<file path="src/rtl/asc_pkg.sv">
package asc_pkg;
   // APB register byte offsets
   localparam logic [7:0] CTRL_OFF = 8'h00;
   localparam logic [7:0] CTRL3_OFF = 8'h04;
   localparam logic [7:0] RES_LOW_OFF = 8'h08;
   localparam logic [7:0] RES_HIGH_OFF = 8'h0C;
   localparam logic [7:0] STATUS_OFF = 8'h10;
   localparam logic [7:0] MASK_OFF = 8'h14;
   // Control register fields
   localparam int CTRL_EN_BIT = 0;
   localparam int CTRL_START_BIT = 1;
   localparam int CTRL_LEFT_BIT = 2;
   localparam int CTRL_DIFF_BIT = 3;
   localparam int CTRL_IE_BIT = 4;
   localparam int CTRL_PRESC_LSB = 8;
   localparam int PRESC_W = 3;
   // Status bits
   localparam int ST_DONE_BIT = 0;
   localparam int ST_SLEEP_BIT = 1;
   localparam int IRQ_W = 2;
   // Sleep mode codes on the sleep controller input
   localparam logic [2:0] SLEEP_IDLE = 3'h0;
   localparam logic [2:0] SLEEP_NOISE = 3'h1;
   // Timing
   localparam int CLK_PERIOD_NS = 10;
   localparam int MIN_TRACK_NS = 500;
   localparam int MIN_TRACK_CYC = (MIN_TRACK_NS + CLK_PERIOD_NS - 1)
      / CLK_PERIOD_NS;
   localparam int CONV_CLKS = 11;
   localparam int RES_W = 10;
   localparam logic [RES_W-1:0] SE_MAX = 10'h3FF;
   localparam logic [RES_W-1:0] DIFF_MIN = 10'h200;
   localparam logic [RES_W-1:0] DIFF_MAX = 10'h1FF;
   localparam logic [31:0] CTRL_RST = 32'h00000000;
   typedef enum logic [2:0] {S_IDLE, S_TRACK, S_CONV, S_DONE} asc_state_t;
endpackage : asc_pkg

</file>
<file path="src/rtl/asc_conv_ctrl.sv">
// Functional notes
// RULE_01 - Sleep start conversion when CPU halts
// RULE_02 - Sleep conversion end wakes CPU interrupt
// RULE_03 - Other wake still gets done request
// RULE_04 - No automatic return to sleep
// RULE_05 - Deep sleep leaves converter powered
// RULE_06 - Single-ended tracking at least 500ns
// RULE_07 - Tracking lengthened by two-bit field
// RULE_08 - Differential sample is half clock
// RULE_09 - Completion sets flag, loads result
// RULE_10 - Single-ended unsigned code, clamp 0x3FF
// RULE_11 - Differential two's complement, saturates
// RULE_12 - Sign in top result bit
// RULE_13 - Left adjust moves bits to high
// RULE_14 - Result bytes update together only
//
// The register offsets and the APB register port are this design's own decisions.
`timescale 1ns/1ns
`default_nettype none
module asc_conv_ctrl
   import asc_pkg::*;
#(
   parameter int DATA_W = 32
) (
   input wire logic I_CORE_CLK,
   input wire logic I_SYS_RST,
   input wire logic [31:0] i_paddr,
   input wire logic i_psel,
   input wire logic i_penable,
   input wire logic i_pwrite,
   input wire logic [DATA_W-1:0] i_pwdata,
   input wire logic [3:0] i_pstrb,
   input wire logic i_cpu_halted,
   input wire logic [2:0] i_sleep_mode,
   input wire logic [11:0] i_analog_code,
   output logic [DATA_W-1:0] o_prdata,
   output logic o_pready,
   output logic o_pslverr,
   output logic o_irq,
   output logic o_converter_enable,
   output logic o_sample_switch,
   output logic o_secondary_conversion_clock,
   output logic o_busy
);
   ////////////////////////////////////////////////////////////////////
   logic [31:0] ctrl_reg;
   logic [1:0] tracking_time_select_reg;
   logic [7:0] result_low_byte_reg;
   logic [7:0] result_high_byte_reg;
   logic [IRQ_W-1:0] status_reg, status_next;
   logic [IRQ_W-1:0] mask_reg;
   logic [DATA_W-1:0] prdata_reg;
   logic pready_reg, pslverr_reg, irq_reg;
   asc_state_t state_reg, state_next;
   logic [15:0] cnt_reg, cnt_next;
   // Wide enough for the slowest prescaler, presc 7 counting div_reg up to 127
   localparam int DIV_W = 1 << PRESC_W;
   logic [DIV_W-1:0] div_reg;
   logic ck2_reg, switch_reg, slp_started_reg;
   logic [RES_W-1:0] code_reg;
   logic halted_d_reg;

   wire setup = i_psel && !i_penable;
   // Writes land in the access phase, at the edge that sees pready
   wire access = i_psel && i_penable && pready_reg;
   wire wr = access && i_pwrite;
   wire [7:0] off = i_paddr[7:0];
   wire hit_ctrl = off == CTRL_OFF;
   wire hit_ctrl3 = off == CTRL3_OFF;
   wire hit_lo = off == RES_LOW_OFF;
   wire hit_hi = off == RES_HIGH_OFF;
   wire hit_st = off == STATUS_OFF;
   wire hit_mask = off == MASK_OFF;
   wire mapped = hit_ctrl | hit_ctrl3 | hit_lo | hit_hi | hit_st
      | hit_mask;
   wire en = ctrl_reg[CTRL_EN_BIT];
   wire diff = ctrl_reg[CTRL_DIFF_BIT];
   wire left = ctrl_reg[CTRL_LEFT_BIT];
   wire ie = ctrl_reg[CTRL_IE_BIT];
   wire [PRESC_W-1:0] presc = ctrl_reg[CTRL_PRESC_LSB +: PRESC_W];

   ////////////////////////////////////////////////////////////////////
   // Converter clock: tick each 2^presc core clocks, ck2_reg toggling on each tick
   wire [DIV_W-1:0] div_top = DIV_W'((1 << presc) - 1);
   wire adc_tick = en && (div_reg == div_top);
   wire ck2_rise = adc_tick && !ck2_reg;

   // Sleep-start condition on halt edge
   wire sleep_ok = (i_sleep_mode == SLEEP_IDLE)
      || (i_sleep_mode == SLEEP_NOISE);
   wire halt_rise = i_cpu_halted && !halted_d_reg;
   wire sleep_start = halt_rise && sleep_ok && en && ie
      && state_reg == S_IDLE; // [RULE_01]
   wire sw_start = wr && hit_ctrl && i_pstrb[0]
      && i_pwdata[CTRL_START_BIT] && en;
   wire start = (sw_start || sleep_start) && state_reg == S_IDLE;

   // Tracking: field-based clocks, single-ended floored by 500ns in core clocks
   wire [15:0] trk_adc = diff ? 16'(2 * tracking_time_select_reg + 3)
      : 16'(tracking_time_select_reg + 1); // [RULE_07]
   wire [15:0] trk_core = 16'(trk_adc << (presc + 1));
   wire [15:0] trk_len = (!diff && trk_core < 16'(MIN_TRACK_CYC))
      ? 16'(MIN_TRACK_CYC) : trk_core; // [RULE_06]
   wire [15:0] conv_len = 16'(CONV_CLKS << (presc + 1));

   // Result coding with clamp or saturation
   wire signed [11:0] sa = $signed(i_analog_code);
   wire [RES_W-1:0] se_code = (i_analog_code > 12'(SE_MAX)) ? SE_MAX
      : i_analog_code[RES_W-1:0]; // [RULE_10]
   wire [RES_W-1:0] df_code = (sa > 12'sh1FF) ? DIFF_MAX
      : (sa < -12'sh200) ? DIFF_MIN
      : i_analog_code[RES_W-1:0]; // [RULE_11] [RULE_12]
   wire conv_end = state_reg == S_CONV && cnt_next == 16'h0000
      && cnt_reg == 16'h0001;
   wire [15:0] lay = left ? {code_reg, 6'h00}
      : {6'h00, code_reg}; // [RULE_13]

   ////////////////////////////////////////////////////////////////////
   always_comb begin
      state_next = state_reg;
      cnt_next = cnt_reg;
      if (cnt_reg != 16'h0000) begin
         cnt_next = cnt_reg - 16'h0001;
      end
      case (state_reg)
         S_IDLE: begin
            if (start) begin
               state_next = S_TRACK;
               cnt_next = trk_len;
            end
         end
         S_TRACK: begin
            if (cnt_reg == 16'h0001) begin
               state_next = S_CONV;
               cnt_next = conv_len;
            end
         end
         S_CONV: begin
            if (cnt_reg == 16'h0001) begin
               state_next = S_DONE;
            end
         end
         S_DONE: state_next = S_IDLE;
         default: state_next = S_IDLE;
      endcase
      if (!en) begin
         state_next = S_IDLE;
         cnt_next = 16'h0000;
      end
   end

   // Set wins over write-one-clear
   always_comb begin
      status_next = status_reg;
      if (wr && hit_st && i_pstrb[0]) begin
         status_next = status_reg & ~i_pwdata[IRQ_W-1:0];
      end
      if (conv_end) begin
         status_next[ST_DONE_BIT] = 1'b1; // [RULE_09] [RULE_03]
         if (slp_started_reg) begin
            status_next[ST_SLEEP_BIT] = 1'b1;
         end
      end
   end

   wire [DATA_W-1:0] rd_mux =
      hit_ctrl ? DATA_W'(ctrl_reg) :
      hit_ctrl3 ? DATA_W'(tracking_time_select_reg) :
      hit_lo ? DATA_W'(result_low_byte_reg) :
      hit_hi ? DATA_W'(result_high_byte_reg) :
      hit_st ? DATA_W'({state_reg != S_IDLE, 5'h00, status_reg}) :
      hit_mask ? DATA_W'(mask_reg) : '0;

   ////////////////////////////////////////////////////////////////////
   always_ff @(posedge I_CORE_CLK) begin
      if (I_SYS_RST) begin
         state_reg <= S_IDLE;
         cnt_reg <= 16'h0000;
         status_reg <= '0;
         halted_d_reg <= 1'b0;
      end else begin
         state_reg <= state_next;
         cnt_reg <= cnt_next;
         status_reg <= status_next;
         halted_d_reg <= i_cpu_halted;
      end
   end

   // Enable only changes by software, never by sleep entry
   always_ff @(posedge I_CORE_CLK) begin
      if (I_SYS_RST) begin
         ctrl_reg <= CTRL_RST;
         tracking_time_select_reg <= 2'h0;
         mask_reg <= '0;
      end else if (wr) begin
         if (hit_ctrl && i_pstrb[0]) begin
            ctrl_reg[7:0] <= i_pwdata[7:0] & ~8'h02; // [RULE_05]
         end
         // Each byte lane writes on its own strobe
         if (hit_ctrl && i_pstrb[1]) begin
            ctrl_reg[15:8] <= i_pwdata[15:8];
         end
         if (hit_ctrl3 && i_pstrb[0]) begin
            tracking_time_select_reg <= i_pwdata[1:0];
         end
         if (hit_mask && i_pstrb[0]) begin
            mask_reg <= i_pwdata[IRQ_W-1:0];
         end
      end
   end

   // Divider and half-period sample clock for the gain stage
   always_ff @(posedge I_CORE_CLK) begin
      if (I_SYS_RST || !en) begin
         div_reg <= '0;
         ck2_reg <= 1'b0;
      end else begin
         div_reg <= adc_tick ? '0 : div_reg + 1'b1;
         ck2_reg <= adc_tick ? !ck2_reg : ck2_reg; // [RULE_08]
      end
   end

   // Sampling switch and sleep-start marker
   always_ff @(posedge I_CORE_CLK) begin
      if (I_SYS_RST) begin
         switch_reg <= 1'b0;
         slp_started_reg <= 1'b0;
         code_reg <= '0;
      end else begin
         switch_reg <= state_next == S_TRACK && (!diff || ck2_reg);
         if (start) begin
            slp_started_reg <= sleep_start;
         end
         if (state_reg == S_TRACK && cnt_reg == 16'h0001) begin
            code_reg <= diff ? df_code : se_code;
         end
      end
   end

   // Both bytes load in one edge, but nothing locks them between the low and the high byte read
   always_ff @(posedge I_CORE_CLK) begin
      if (I_SYS_RST) begin
         result_low_byte_reg <= 8'h00;
         result_high_byte_reg <= 8'h00;
      end else if (state_reg == S_DONE || (state_reg == S_IDLE
            && wr && hit_ctrl)) begin
         result_low_byte_reg <= lay[7:0]; // [RULE_14] [RULE_13]
         result_high_byte_reg <= lay[15:8];
      end
   end

   // APB slave: one wait-free access phase
   always_ff @(posedge I_CORE_CLK) begin
      if (I_SYS_RST) begin
         prdata_reg <= '0;
         pready_reg <= 1'b0;
         pslverr_reg <= 1'b0;
         irq_reg <= 1'b0;
      end else begin
         pready_reg <= setup;
         pslverr_reg <= setup && !mapped;
         prdata_reg <= (setup && !i_pwrite) ? rd_mux : '0;
         // Wake comes from the level; CPU stays awake by itself
         // One cycle behind the flags, so a clear never races the level
         irq_reg <= |(status_reg & mask_reg); // [RULE_02] [RULE_04]
      end
   end

   assign o_prdata = prdata_reg;
   assign o_pready = pready_reg;
   assign o_pslverr = pslverr_reg;
   assign o_irq = irq_reg;
   assign o_converter_enable = ctrl_reg[CTRL_EN_BIT];
   assign o_sample_switch = switch_reg;
   assign o_secondary_conversion_clock = ck2_reg;
   assign o_busy = halted_d_reg;

   ////////////////////////////////////////////////////////////////////
   a_sleep_start: assert property (@(posedge I_CORE_CLK)
      disable iff (I_SYS_RST) sleep_start |=> state_reg == S_TRACK)
      else $error("sleep start missed"); // [RULE_01]
   a_done_flag: assert property (@(posedge I_CORE_CLK)
      disable iff (I_SYS_RST) conv_end |=> status_reg[ST_DONE_BIT])
      else $error("done flag not set"); // [RULE_09]
   a_track_min: assert property (@(posedge I_CORE_CLK)
      disable iff (I_SYS_RST) (start && !diff) |=> cnt_reg >= 16'd50)
      else $error("tracking too short"); // [RULE_06]
   a_irq_level: assert property (@(posedge I_CORE_CLK)
      disable iff (I_SYS_RST) |(status_reg & mask_reg) |=> o_irq)
      else $error("irq not raised"); // [RULE_02]
   a_enable_kept: assert property (@(posedge I_CORE_CLK)
      disable iff (I_SYS_RST) (en && !(wr && hit_ctrl)) |=> en)
      else $error("enable dropped"); // [RULE_05]
   a_res_stable: assert property (@(posedge I_CORE_CLK)
      disable iff (I_SYS_RST) (state_reg == S_CONV)
      |=> $stable(result_high_byte_reg))
      else $error("result changed early"); // [RULE_14]
   a_se_clamp: assert property (@(posedge I_CORE_CLK)
      disable iff (I_SYS_RST) (i_analog_code > 12'h3FF && !sa[11])
      |-> se_code == SE_MAX)
      else $error("clamp wrong"); // [RULE_10]
   a_left_adj: assert property (@(posedge I_CORE_CLK)
      disable iff (I_SYS_RST) (state_reg == S_DONE && left)
      |=> result_high_byte_reg == $past(code_reg[9:2]))
      else $error("left adjust wrong"); // [RULE_13]
   a_df_high: assert property (@(posedge I_CORE_CLK)
      disable iff (I_SYS_RST) (sa > 12'sh1FF) |-> df_code == DIFF_MAX)
      else $error("positive saturation wrong"); // [RULE_11]
   a_df_low: assert property (@(posedge I_CORE_CLK)
      disable iff (I_SYS_RST) (sa < -12'sh200) |-> df_code == DIFF_MIN)
      else $error("negative saturation wrong"); // [RULE_11]
   a_sign_place: assert property (@(posedge I_CORE_CLK)
      disable iff (I_SYS_RST) (state_reg == S_DONE && diff && !left)
      |=> result_high_byte_reg[1] == $past(code_reg[9]))
      else $error("sign bit misplaced"); // [RULE_12]
   a_right_adj: assert property (@(posedge I_CORE_CLK)
      disable iff (I_SYS_RST) (state_reg == S_DONE && !left)
      |=> result_low_byte_reg == $past(code_reg[7:0]))
      else $error("right adjust wrong"); // [RULE_13]
   a_diff_switch: assert property (@(posedge I_CORE_CLK)
      disable iff (I_SYS_RST) (o_sample_switch && diff)
      |-> $past(ck2_reg))
      else $error("gain sample outside half period"); // [RULE_08]
   a_pready_once: assert property (@(posedge I_CORE_CLK)
      disable iff (I_SYS_RST) o_pready |=> !o_pready)
      else $error("pready held too long");
   a_irq_quiet: assert property (@(posedge I_CORE_CLK)
      disable iff (I_SYS_RST) !(|(status_reg & mask_reg)) |=> !o_irq)
      else $error("irq without flag"); // [RULE_02]
   a_sleep_flag: assert property (@(posedge I_CORE_CLK)
      disable iff (I_SYS_RST) (conv_end && slp_started_reg)
      |=> status_reg[ST_SLEEP_BIT])
      else $error("sleep done flag missed"); // [RULE_03]
   c_sleep_conv: cover property (@(posedge I_CORE_CLK) sleep_start);
   c_sleep_done: cover property (@(posedge I_CORE_CLK)
      conv_end && slp_started_reg);
   c_left_conv: cover property (@(posedge I_CORE_CLK) conv_end && left);
   c_diff_conv: cover property (@(posedge I_CORE_CLK) conv_end && diff);
   c_irq: cover property (@(posedge I_CORE_CLK) o_irq);
endmodule : asc_conv_ctrl
`default_nettype wire

</file>
<file path="config.mk">
export PLATFORM = sky130hd
export DESIGN_NAME = asc_conv_ctrl
export DESIGN_NICKNAME = d
export VERILOG_FILES = /design/src/rtl/asc_pkg.sv /design/src/rtl/asc_conv_ctrl.sv
export SDC_FILE = /design/constraint.sdc
export NUM_CORES = 1
export LEC_CHECK = 0
export BUFFER_PORTS_ARGS = -buffer_cell sky130_fd_sc_hd__buf_2
export CORE_MARGIN = 10
export CORE_UTILIZATION = 59
export DETAILED_ROUTE_END_ITERATION = 10
export GPL_TIMING_DRIVEN = 0
export MAX_ROUTING_LAYER = met4
export PLACE_DENSITY_LB_ADDON = 0.12
export SKIP_LAST_GASP = 1
export SLEW_MARGIN = 20
export SYNTH_ARGS = -nofsm -noshare
export SYNTH_HDL_FRONTEND = slang
export SYNTH_SLANG_ARGS = --single-unit
</file>
<file path="constraint.sdc">
create_clock -name I_CORE_CLK -period 5.3 [get_ports I_CORE_CLK]
set_input_delay 1.06 -clock I_CORE_CLK [delete_from_list [all_inputs] [get_ports I_CORE_CLK]]
set_output_delay 1.06 -clock I_CORE_CLK [all_outputs]
set_load 0.01 [all_outputs]
</file>
==> impl_metrics.toml, run 1 <==
[die]
fp.dieW_um = 116.8
initial_utilization_pct = 60.10
coreArea_um2 = 9196
die_h_um = 116.8
io_pins = 128
rows = 35
dieArea_um2 = 13640

[clocking]
post_cts_resized = 0
post_cts_buffers = 0
insertion_delay_ns = 0.38
clkTransAtPathRegs_ns = 0.12
cts_root_buf = "clkbuf_8"
cts_buffers = 9
clock-sinks = 97
cts.path.max_buffers = 2
cts_tree = "built"
hold_buffers = 0
ctsHtreeMaxLevel = 3

[setup_path]
crit_type = "reg -> reg"
startpoint = "ctrl_reg[8]"
cp_max_fo = 10
cp.arrival_ns = 4.23
crit_required_ns = 5.56
r2r_cells = 13
rr_startpoint = "ctrl_reg[8]"
reg2reg_slack_ns = 1.32
start_kind = "flop"
r2r_end = "cnt_reg[14]"
end_kind = "flop"

[timing]
rsz0062_at_grt = "no"
fin_ws_ns = 1.323
worstMarginPinSlew_ns = 0.7358
setup_violations = 0
finalMaxSlewViolations = 0
min_period_over_period_pct = 75.03
holdWs_ns = 0.4613
slew_headroom_pct = 50.57
final.setup.tns_ns = 0
finalHoldViolations = 0
clock_skew_ns = 0.02054
fin_crit_ns = 3.977
fmax_mhz = 251.5

[layout]
diodes = 0
n_fill_cell = 791
final_cell_mix = "dfxtp_1, nor2_1, buf_2"
syn2layout_area_growth_pct = 13.45
multi_input_area_um2 = 3278
drive_gt1_share_pct = 14.75
nets = 889
layout_commonest_cell = "dfxtp_1"
seqCellArea_um2 = 1942

[place]
pre_cts_ws_ns = 1.458
port-buffer-count = 65
dpl.hpwl_um = 12470
gp_congestion = 0.9527

[synthesis]
yosys.cell_types.count = 73
yosys_warnings = 0
syn-cell-area_um2 = 5527
ys_seq_area_share_pct = 35.14
synthFlopType = "dfxtp_1"
synth_edf_count = 0
synthCells = 696
synth_area_per_cell_um2 = 7.940
synth-seq-cells = 97
synth-async-reset-ratio_pct = 0

[route]
postRouteWirelength_um = 16460
vias = 5543
drtPass1Iterations = 5
via_per_inst = 6.132
routedWlPerCell_um = 18.21
ant_nets = 0
drt_iter0_markers = 383
drc = 0

[global_routing]
grt_pass1_vias = 5326
grt_usage_pct = 24.51
grt_first_pass_wirelength_um = 26230
antenna_found_initial = 0
grt_max_degree = 20
grt_overflow = 0

[power_and_ir_drop]
p_leak_nw = 2.591
ir_drop_uv = 171.3
power_density_nw_per_um2 = 213.1

[min_path]
hold_path_class = "reg -> reg"
holdPathEnd = "result_low_byte_reg[2]"
whs_path_depth = 2
min-delay-start = "result_low_byte_reg[2]"

[flow_run]
max_cap_violations = 0

[outcome]
status = "finished clean"
worst max-delay path by stage:
stage	end	slack, ns	depth (start not counted)
3_5_place_dp	cnt_reg[14]	1.46	13
4_1_cts	cnt_reg[14]	1.44	13
3_3_place_gp	cnt_reg[14]	1.40	13
6_report	cnt_reg[14]	1.32	13
5_1_grt	status_reg[1]	1.17	13
2_1_floorplan	status_reg[1]	2.39	13
cell type report:
type                       count  share of cell area [%]
clock inverter                 7                   1.517
inverter                      18                   1.078
buffer                        59                   4.770
tap                          111                   2.215
multi-input combinational    538                   52.28
timing repair buffer          65                   5.189
clock buffer                   9                   1.976
sequential                    97                   30.97
power by group:
group | switching [W] | internal, W
sequential | 0.000000521 | 0.000730
combinational | 0.0000403 | 0.0000289
clock | 0.000304 | 0.000232
worst max-delay path: stages (launching register included):
cell and delay, ns:
dfxtp_1 0.53, buf_2 0.28, inv_1 0.21, ha_1 0.37, buf_2 0.18, buf_2 0.20
nand4b_1 0.11, a21oi_1 0.10, o31ai_1 0.63, o41ai_2 0.24, o31ai_1 0.56, nor2_1 0.11
a21oi_1 0.23, o32ai_1 0.12
synthesized netlist by cell type, types with 4 or more instances:
| library cell | count | area share (%) |
|---|---|---|
| dfxtp_1 | 97 | 35 |
| nor2_1 | 85 | 5.8 |
| nand2_1 | 71 | 4.8 |
| a21oi_1 | 47 | 4.3 |
| mux2i_1 | 34 | 6.2 |
| clkbuf_1 | 31 | 2.1 |
| nand3_1 | 28 | 2.5 |
| o21ai_0 | 25 | 2.3 |
| nor3_1 | 20 | 1.8 |
| a211oi_1 | 18 | 2.4 |
| inv_1 | 18 | 1.2 |
| buf_4 | 16 | 2.2 |
| ha_1 | 12 | 2.7 |
| and3_1 | 11 | 1.2 |
| nand2b_1 | 11 | 1.2 |
| xnor2_1 | 10 | 1.6 |
| xor2_1 | 10 | 1.6 |
| nand3b_1 | 9 | 1.2 |
| o21ai_1 | 9 | 0.81 |
| and2_1 | 8 | 0.91 |
| buf_2 | 8 | 0.72 |
| a31oi_1 | 7 | 0.79 |
| o22ai_1 | 7 | 0.79 |
| nor2b_1 | 6 | 0.68 |
| nor4_1 | 6 | 0.68 |
| o31ai_1 | 6 | 0.81 |
| a21o_1 | 5 | 0.68 |
| nand4_1 | 5 | 0.57 |
| o211ai_1 | 5 | 0.68 |
| a32oi_1 | 4 | 0.63 |
| nor3b_1 | 4 | 0.54 |
| or4_1 | 4 | 0.54 |
per-layer routing:
metal | wire length (um) | track usage (%)
met5 | 0 | -
met4 | 340 | 9.061
met3 | 1079 | 3.109
met2 | 8238 | 40.64
met1 | 6802 | 29.96
cells by family after synthesis:
family / Yosys count / share of synthesized area [%]
compound gates: 166 / 19.74
xor+xnor: 20 / 3.169
fa+ha+maj: 13 / 2.898
buf+inv: 77 / 6.633
flops: 97 / 35.14
mux: 35 / 6.362
other cells: 1 / 0.06785
simple gates: 287 / 25.99
stage by stage:
stage                     util (%)  instance area (um^2)  std cells  total power [W]
after detailed placement     65.80                  6051        888        0.0008142
after floorplan                  -                  5587        712        0.0007861
after global placement       65.80                  6051        888        0.0008125
after CTS                    68.18                  6270        904         0.001334
after global routing         68.18                  6270        904         0.001374
final                        68.18                  6270        904         0.001336
(Power assumes the default switching activity.)
==> run 2, diff against run 1 <==
--- a/config.mk
+++ b/config.mk
@@ -5,9 +5,10 @@
 export SDC_FILE = /design/constraint.sdc
 export NUM_CORES = 1
 export LEC_CHECK = 0
+export ABC_AREA = 1
 export BUFFER_PORTS_ARGS = -buffer_cell sky130_fd_sc_hd__buf_2
 export CORE_MARGIN = 10
-export CORE_UTILIZATION = 59
+export CORE_UTILIZATION = 50
 export DETAILED_ROUTE_END_ITERATION = 10
 export GPL_TIMING_DRIVEN = 0
 export MAX_ROUTING_LAYER = met4
==> constraint.sdc (replaced) <==
create_clock -name I_CORE_CLK -period 3.3 [get_ports I_CORE_CLK]
set_input_delay 0.66 -clock I_CORE_CLK [delete_from_list [all_inputs] [get_ports I_CORE_CLK]]
set_output_delay 0.66 -clock I_CORE_CLK [all_outputs]
set_load 0.01 [all_outputs]
==> run 2 against run 1 <==
  * Wire length shrank 1.6%
  * Count of clock-buffer cells in the layout grew 1
  * Critical path type unchanged
  * Total power up 74%
  * Via count increased by 1.9%
==> impl_metrics.toml, run 2 <==
[outcome]
status = "finished clean"

[timing]
finalHoldViolations = 0
clock_skew_ns = 0.008585
min_period_over_period_pct = 90.06
fin_crit_ns = 2.972
finalMaxSlewViolations = 0
rsz0062_at_grt = "no"
fin_ws_ns = 0.3279
holdWs_ns = 0.4270
setup_violations = 0
worstMarginPinSlew_ns = 0.9991
slew_headroom_pct = 32.84
fmax_mhz = 336.5
final.setup.tns_ns = 0

[global_routing]
use_met3_pct = 3.722
grt_max_degree = 18
grt_pass1_vias = 5239
antenna_found_initial = 0
grt_overflow = 0
top_usage_layer = "met2"
grt.met1_usage_pct = 27.53
met2_usage_pct = 29.34
grt_first_pass_wirelength_um = 26070
grt_usage_pct = 20.08

[setup_path]
end_kind = "flop"
cp_top_family = "simple AND/OR/NAND/NOR gates"
rr_startpoint = "ctrl_reg[10]"
start_kind = "flop"
crit_required_ns = 3.59
crit_type = "reg -> reg"
cp_num_buf_inv = 2
cp.arrival_ns = 3.26
r2r_cells = 15
critPathMaxStageDelay_ns = 0.47
cp_max_fo = 10
path_cells = "clkinv_1 > ha_1 > clkbuf_1 > nand2_1 > nand3_1 > nand3_1 > nor2_2 > nand3_2 > nand3_1 > nand2_1 > nand2_1 > nand3_2 > nor2_4 > nand3_2 > a21oi_2"
r2r_end = "status_reg[1]"
reg2reg_slack_ns = 0.33
crit_slowest_cell = "dfxtp_1"

[synthesis]
synth-async-reset-ratio_pct = 0
yosys_warnings = 0
syn-cell-area_um2 = 5739
post-synth-top-count-cell = "nand2_1"
synthFlopType = "dfxtp_1"
yosys.cell_types.count = 52
ys_top_cells_by_area = "dfxtp_1, nand2_1, nor2_1, a21oi_1, o21ai_0"
synth_area_per_cell_um2 = 6.906
synth_area_leader_cell = "dfxtp_1"
synth_edf_count = 0
synth_top_area_share_pct = 33.83
synth-seq-cells = 97
ys_seq_area_share_pct = 33.83
synthCells = 831
ys_top_cells_by_count = "nand2_1, nor2_1, dfxtp_1"

[power_and_ir_drop]
seqPwrFrac_pct = 50.3
switchingPower_w = 0.0005652
combPwrFrac_pct = 5.4
power_density_nw_per_um2 = 352.8
finalPower_w = 0.002331
switching_share_pct = 24.25
p_leak_nw = 2.942
clockPowerShare_pct = 44.3
p_int_w = 0.001766
ir_drop_uv = 300.2

[route]
drt_iter0_markers = 521
drtPass1Iterations = 5
routedWlPerCell_um = 15.09
postRouteWirelength_um = 16200
vias = 5649
ant_nets = 0
via_per_inst = 5.260
drc = 0

[die]
initial_utilization_pct = 50.70
rows = 39
coreArea_um2 = 11320
fp.dieW_um = 127.1
dieArea_um2 = 16160
die_h_um = 127.1
io_pins = 128

[layout]
n_fill_cell = 1139
multi_input_area_um2 = 3273
layout_commonest_cell = "nand2_1"
diodes = 0
final_util_pct = 58.37
seqCellArea_um2 = 1942
final_cell_mix = "nand2_1, nor2_1, dfxtp_1"
drive_gt1_share_pct = 18.47
nets = 1027
syn2layout_area_growth_pct = 15.13

[clocking]
post_cts_buffers = 0
cts.path.max_buffers = 2
ctsHtreeMaxLevel = 3
cts_root_buf = "clkbuf_16"
post_cts_resized = 0
cts_tree = "built"
clock-sinks = 97
hold_buffers = 0
cts_buffers = 9
insertion_delay_ns = 0.35
clkTransAtPathRegs_ns = 0.07

[place]
port-buffer-count = 68
gp_congestion = 0.9432
dpl.hpwl_um = 12610
pre_cts_ws_ns = 0.3648

[flow_run]
max_cap_violations = 0

[min_path]
holdPathEnd = "o_prdata[13]"
whs_path_depth = 2
min-delay-start = "ctrl_reg[13]"
hold_path_class = "reg -> reg"
[run 2: worst reg2reg max path: cells and delay by family (launching register included)]
kind | cells | cell delay (ns)
buf+inv | 2 | 0.67
flops | 1 | 0.47
simple gates | 11 | 1.24
compound gates | 1 | 0.11
fa+ha+maj | 1 | 0.44
[run 2: through the flow]
step | cell area, um^2 | instances
2_1_floorplan | 5799 | 847
3_3_place_gp | 6319 | 1058
3_5_place_dp | 6319 | 1058
4_1_cts | 6608 | 1074
5_1_grt | 6608 | 1074
6_report | 6608 | 1074
[run 2: worst max-delay path by stage]
| stage | end | cells after the start | slack [ns] | start |
|---|---|---|---|---|
| 6_report | status_reg[1] | 15 | 0.33 | ctrl_reg[10] |
| 5_1_grt | status_reg[1] | 15 | 0.09 | ctrl_reg[10] |
| 4_1_cts | status_reg[1] | 15 | 0.34 | ctrl_reg[10] |
| 3_5_place_dp | status_reg[1] | 15 | 0.36 | ctrl_reg[10] |
| 3_3_place_gp | status_reg[1] | 15 | 0.36 | ctrl_reg[10] |
| 2_1_floorplan | status_reg[1] | 15 | 0.89 | ctrl_reg[10] |
[run 2: power by group through the flow]
| stage | Combinational [W] | Clock [W] | Sequential [W] |
|---|---|---|---|
| final | 0.000126 | 0.00103 | 0.00117 |
| after global placement | 0.000123 | 0 | 0.00120 |
| after detailed placement | 0.000123 | 0 | 0.00120 |
| after global routing | 0.000140 | 0.00109 | 0.00117 |
| after floorplan | 0.0000731 | 0 | 0.00120 |
| after CTS | 0.000124 | 0.00104 | 0.00117 |
[run 2: logic make-up after synthesis]
family / after synthesis / share of synthesized area (%)
DFF: 97 / 33.83
other: 1 / 0.06534
and+or+nand+nor: 403 / 33.12
AOI/OAI and AO/OA: 171 / 17.44
xor gates and xnor gates: 18 / 2.747
buffers and inverters: 129 / 10.18
adders and majority gates: 12 / 2.616
[run 2: layer usage]
layer	part of all wire, %	vias up
li1	-	2912
met1	49	2533
met2	43	190
met3	6.7	14
met4	1.5	0
met5	0	-
[run 2: final cells by class]
class | count | area share (%)
plain buffers | 44 | 3.939
clock buffers | 10 | 3.617
clock inverters | 6 | 0.7574
inverters | 85 | 4.904
multi-input cells | 621 | 49.54
flip-flops and latches | 97 | 29.39
well taps | 143 | 2.708
repair buffers | 68 | 5.151
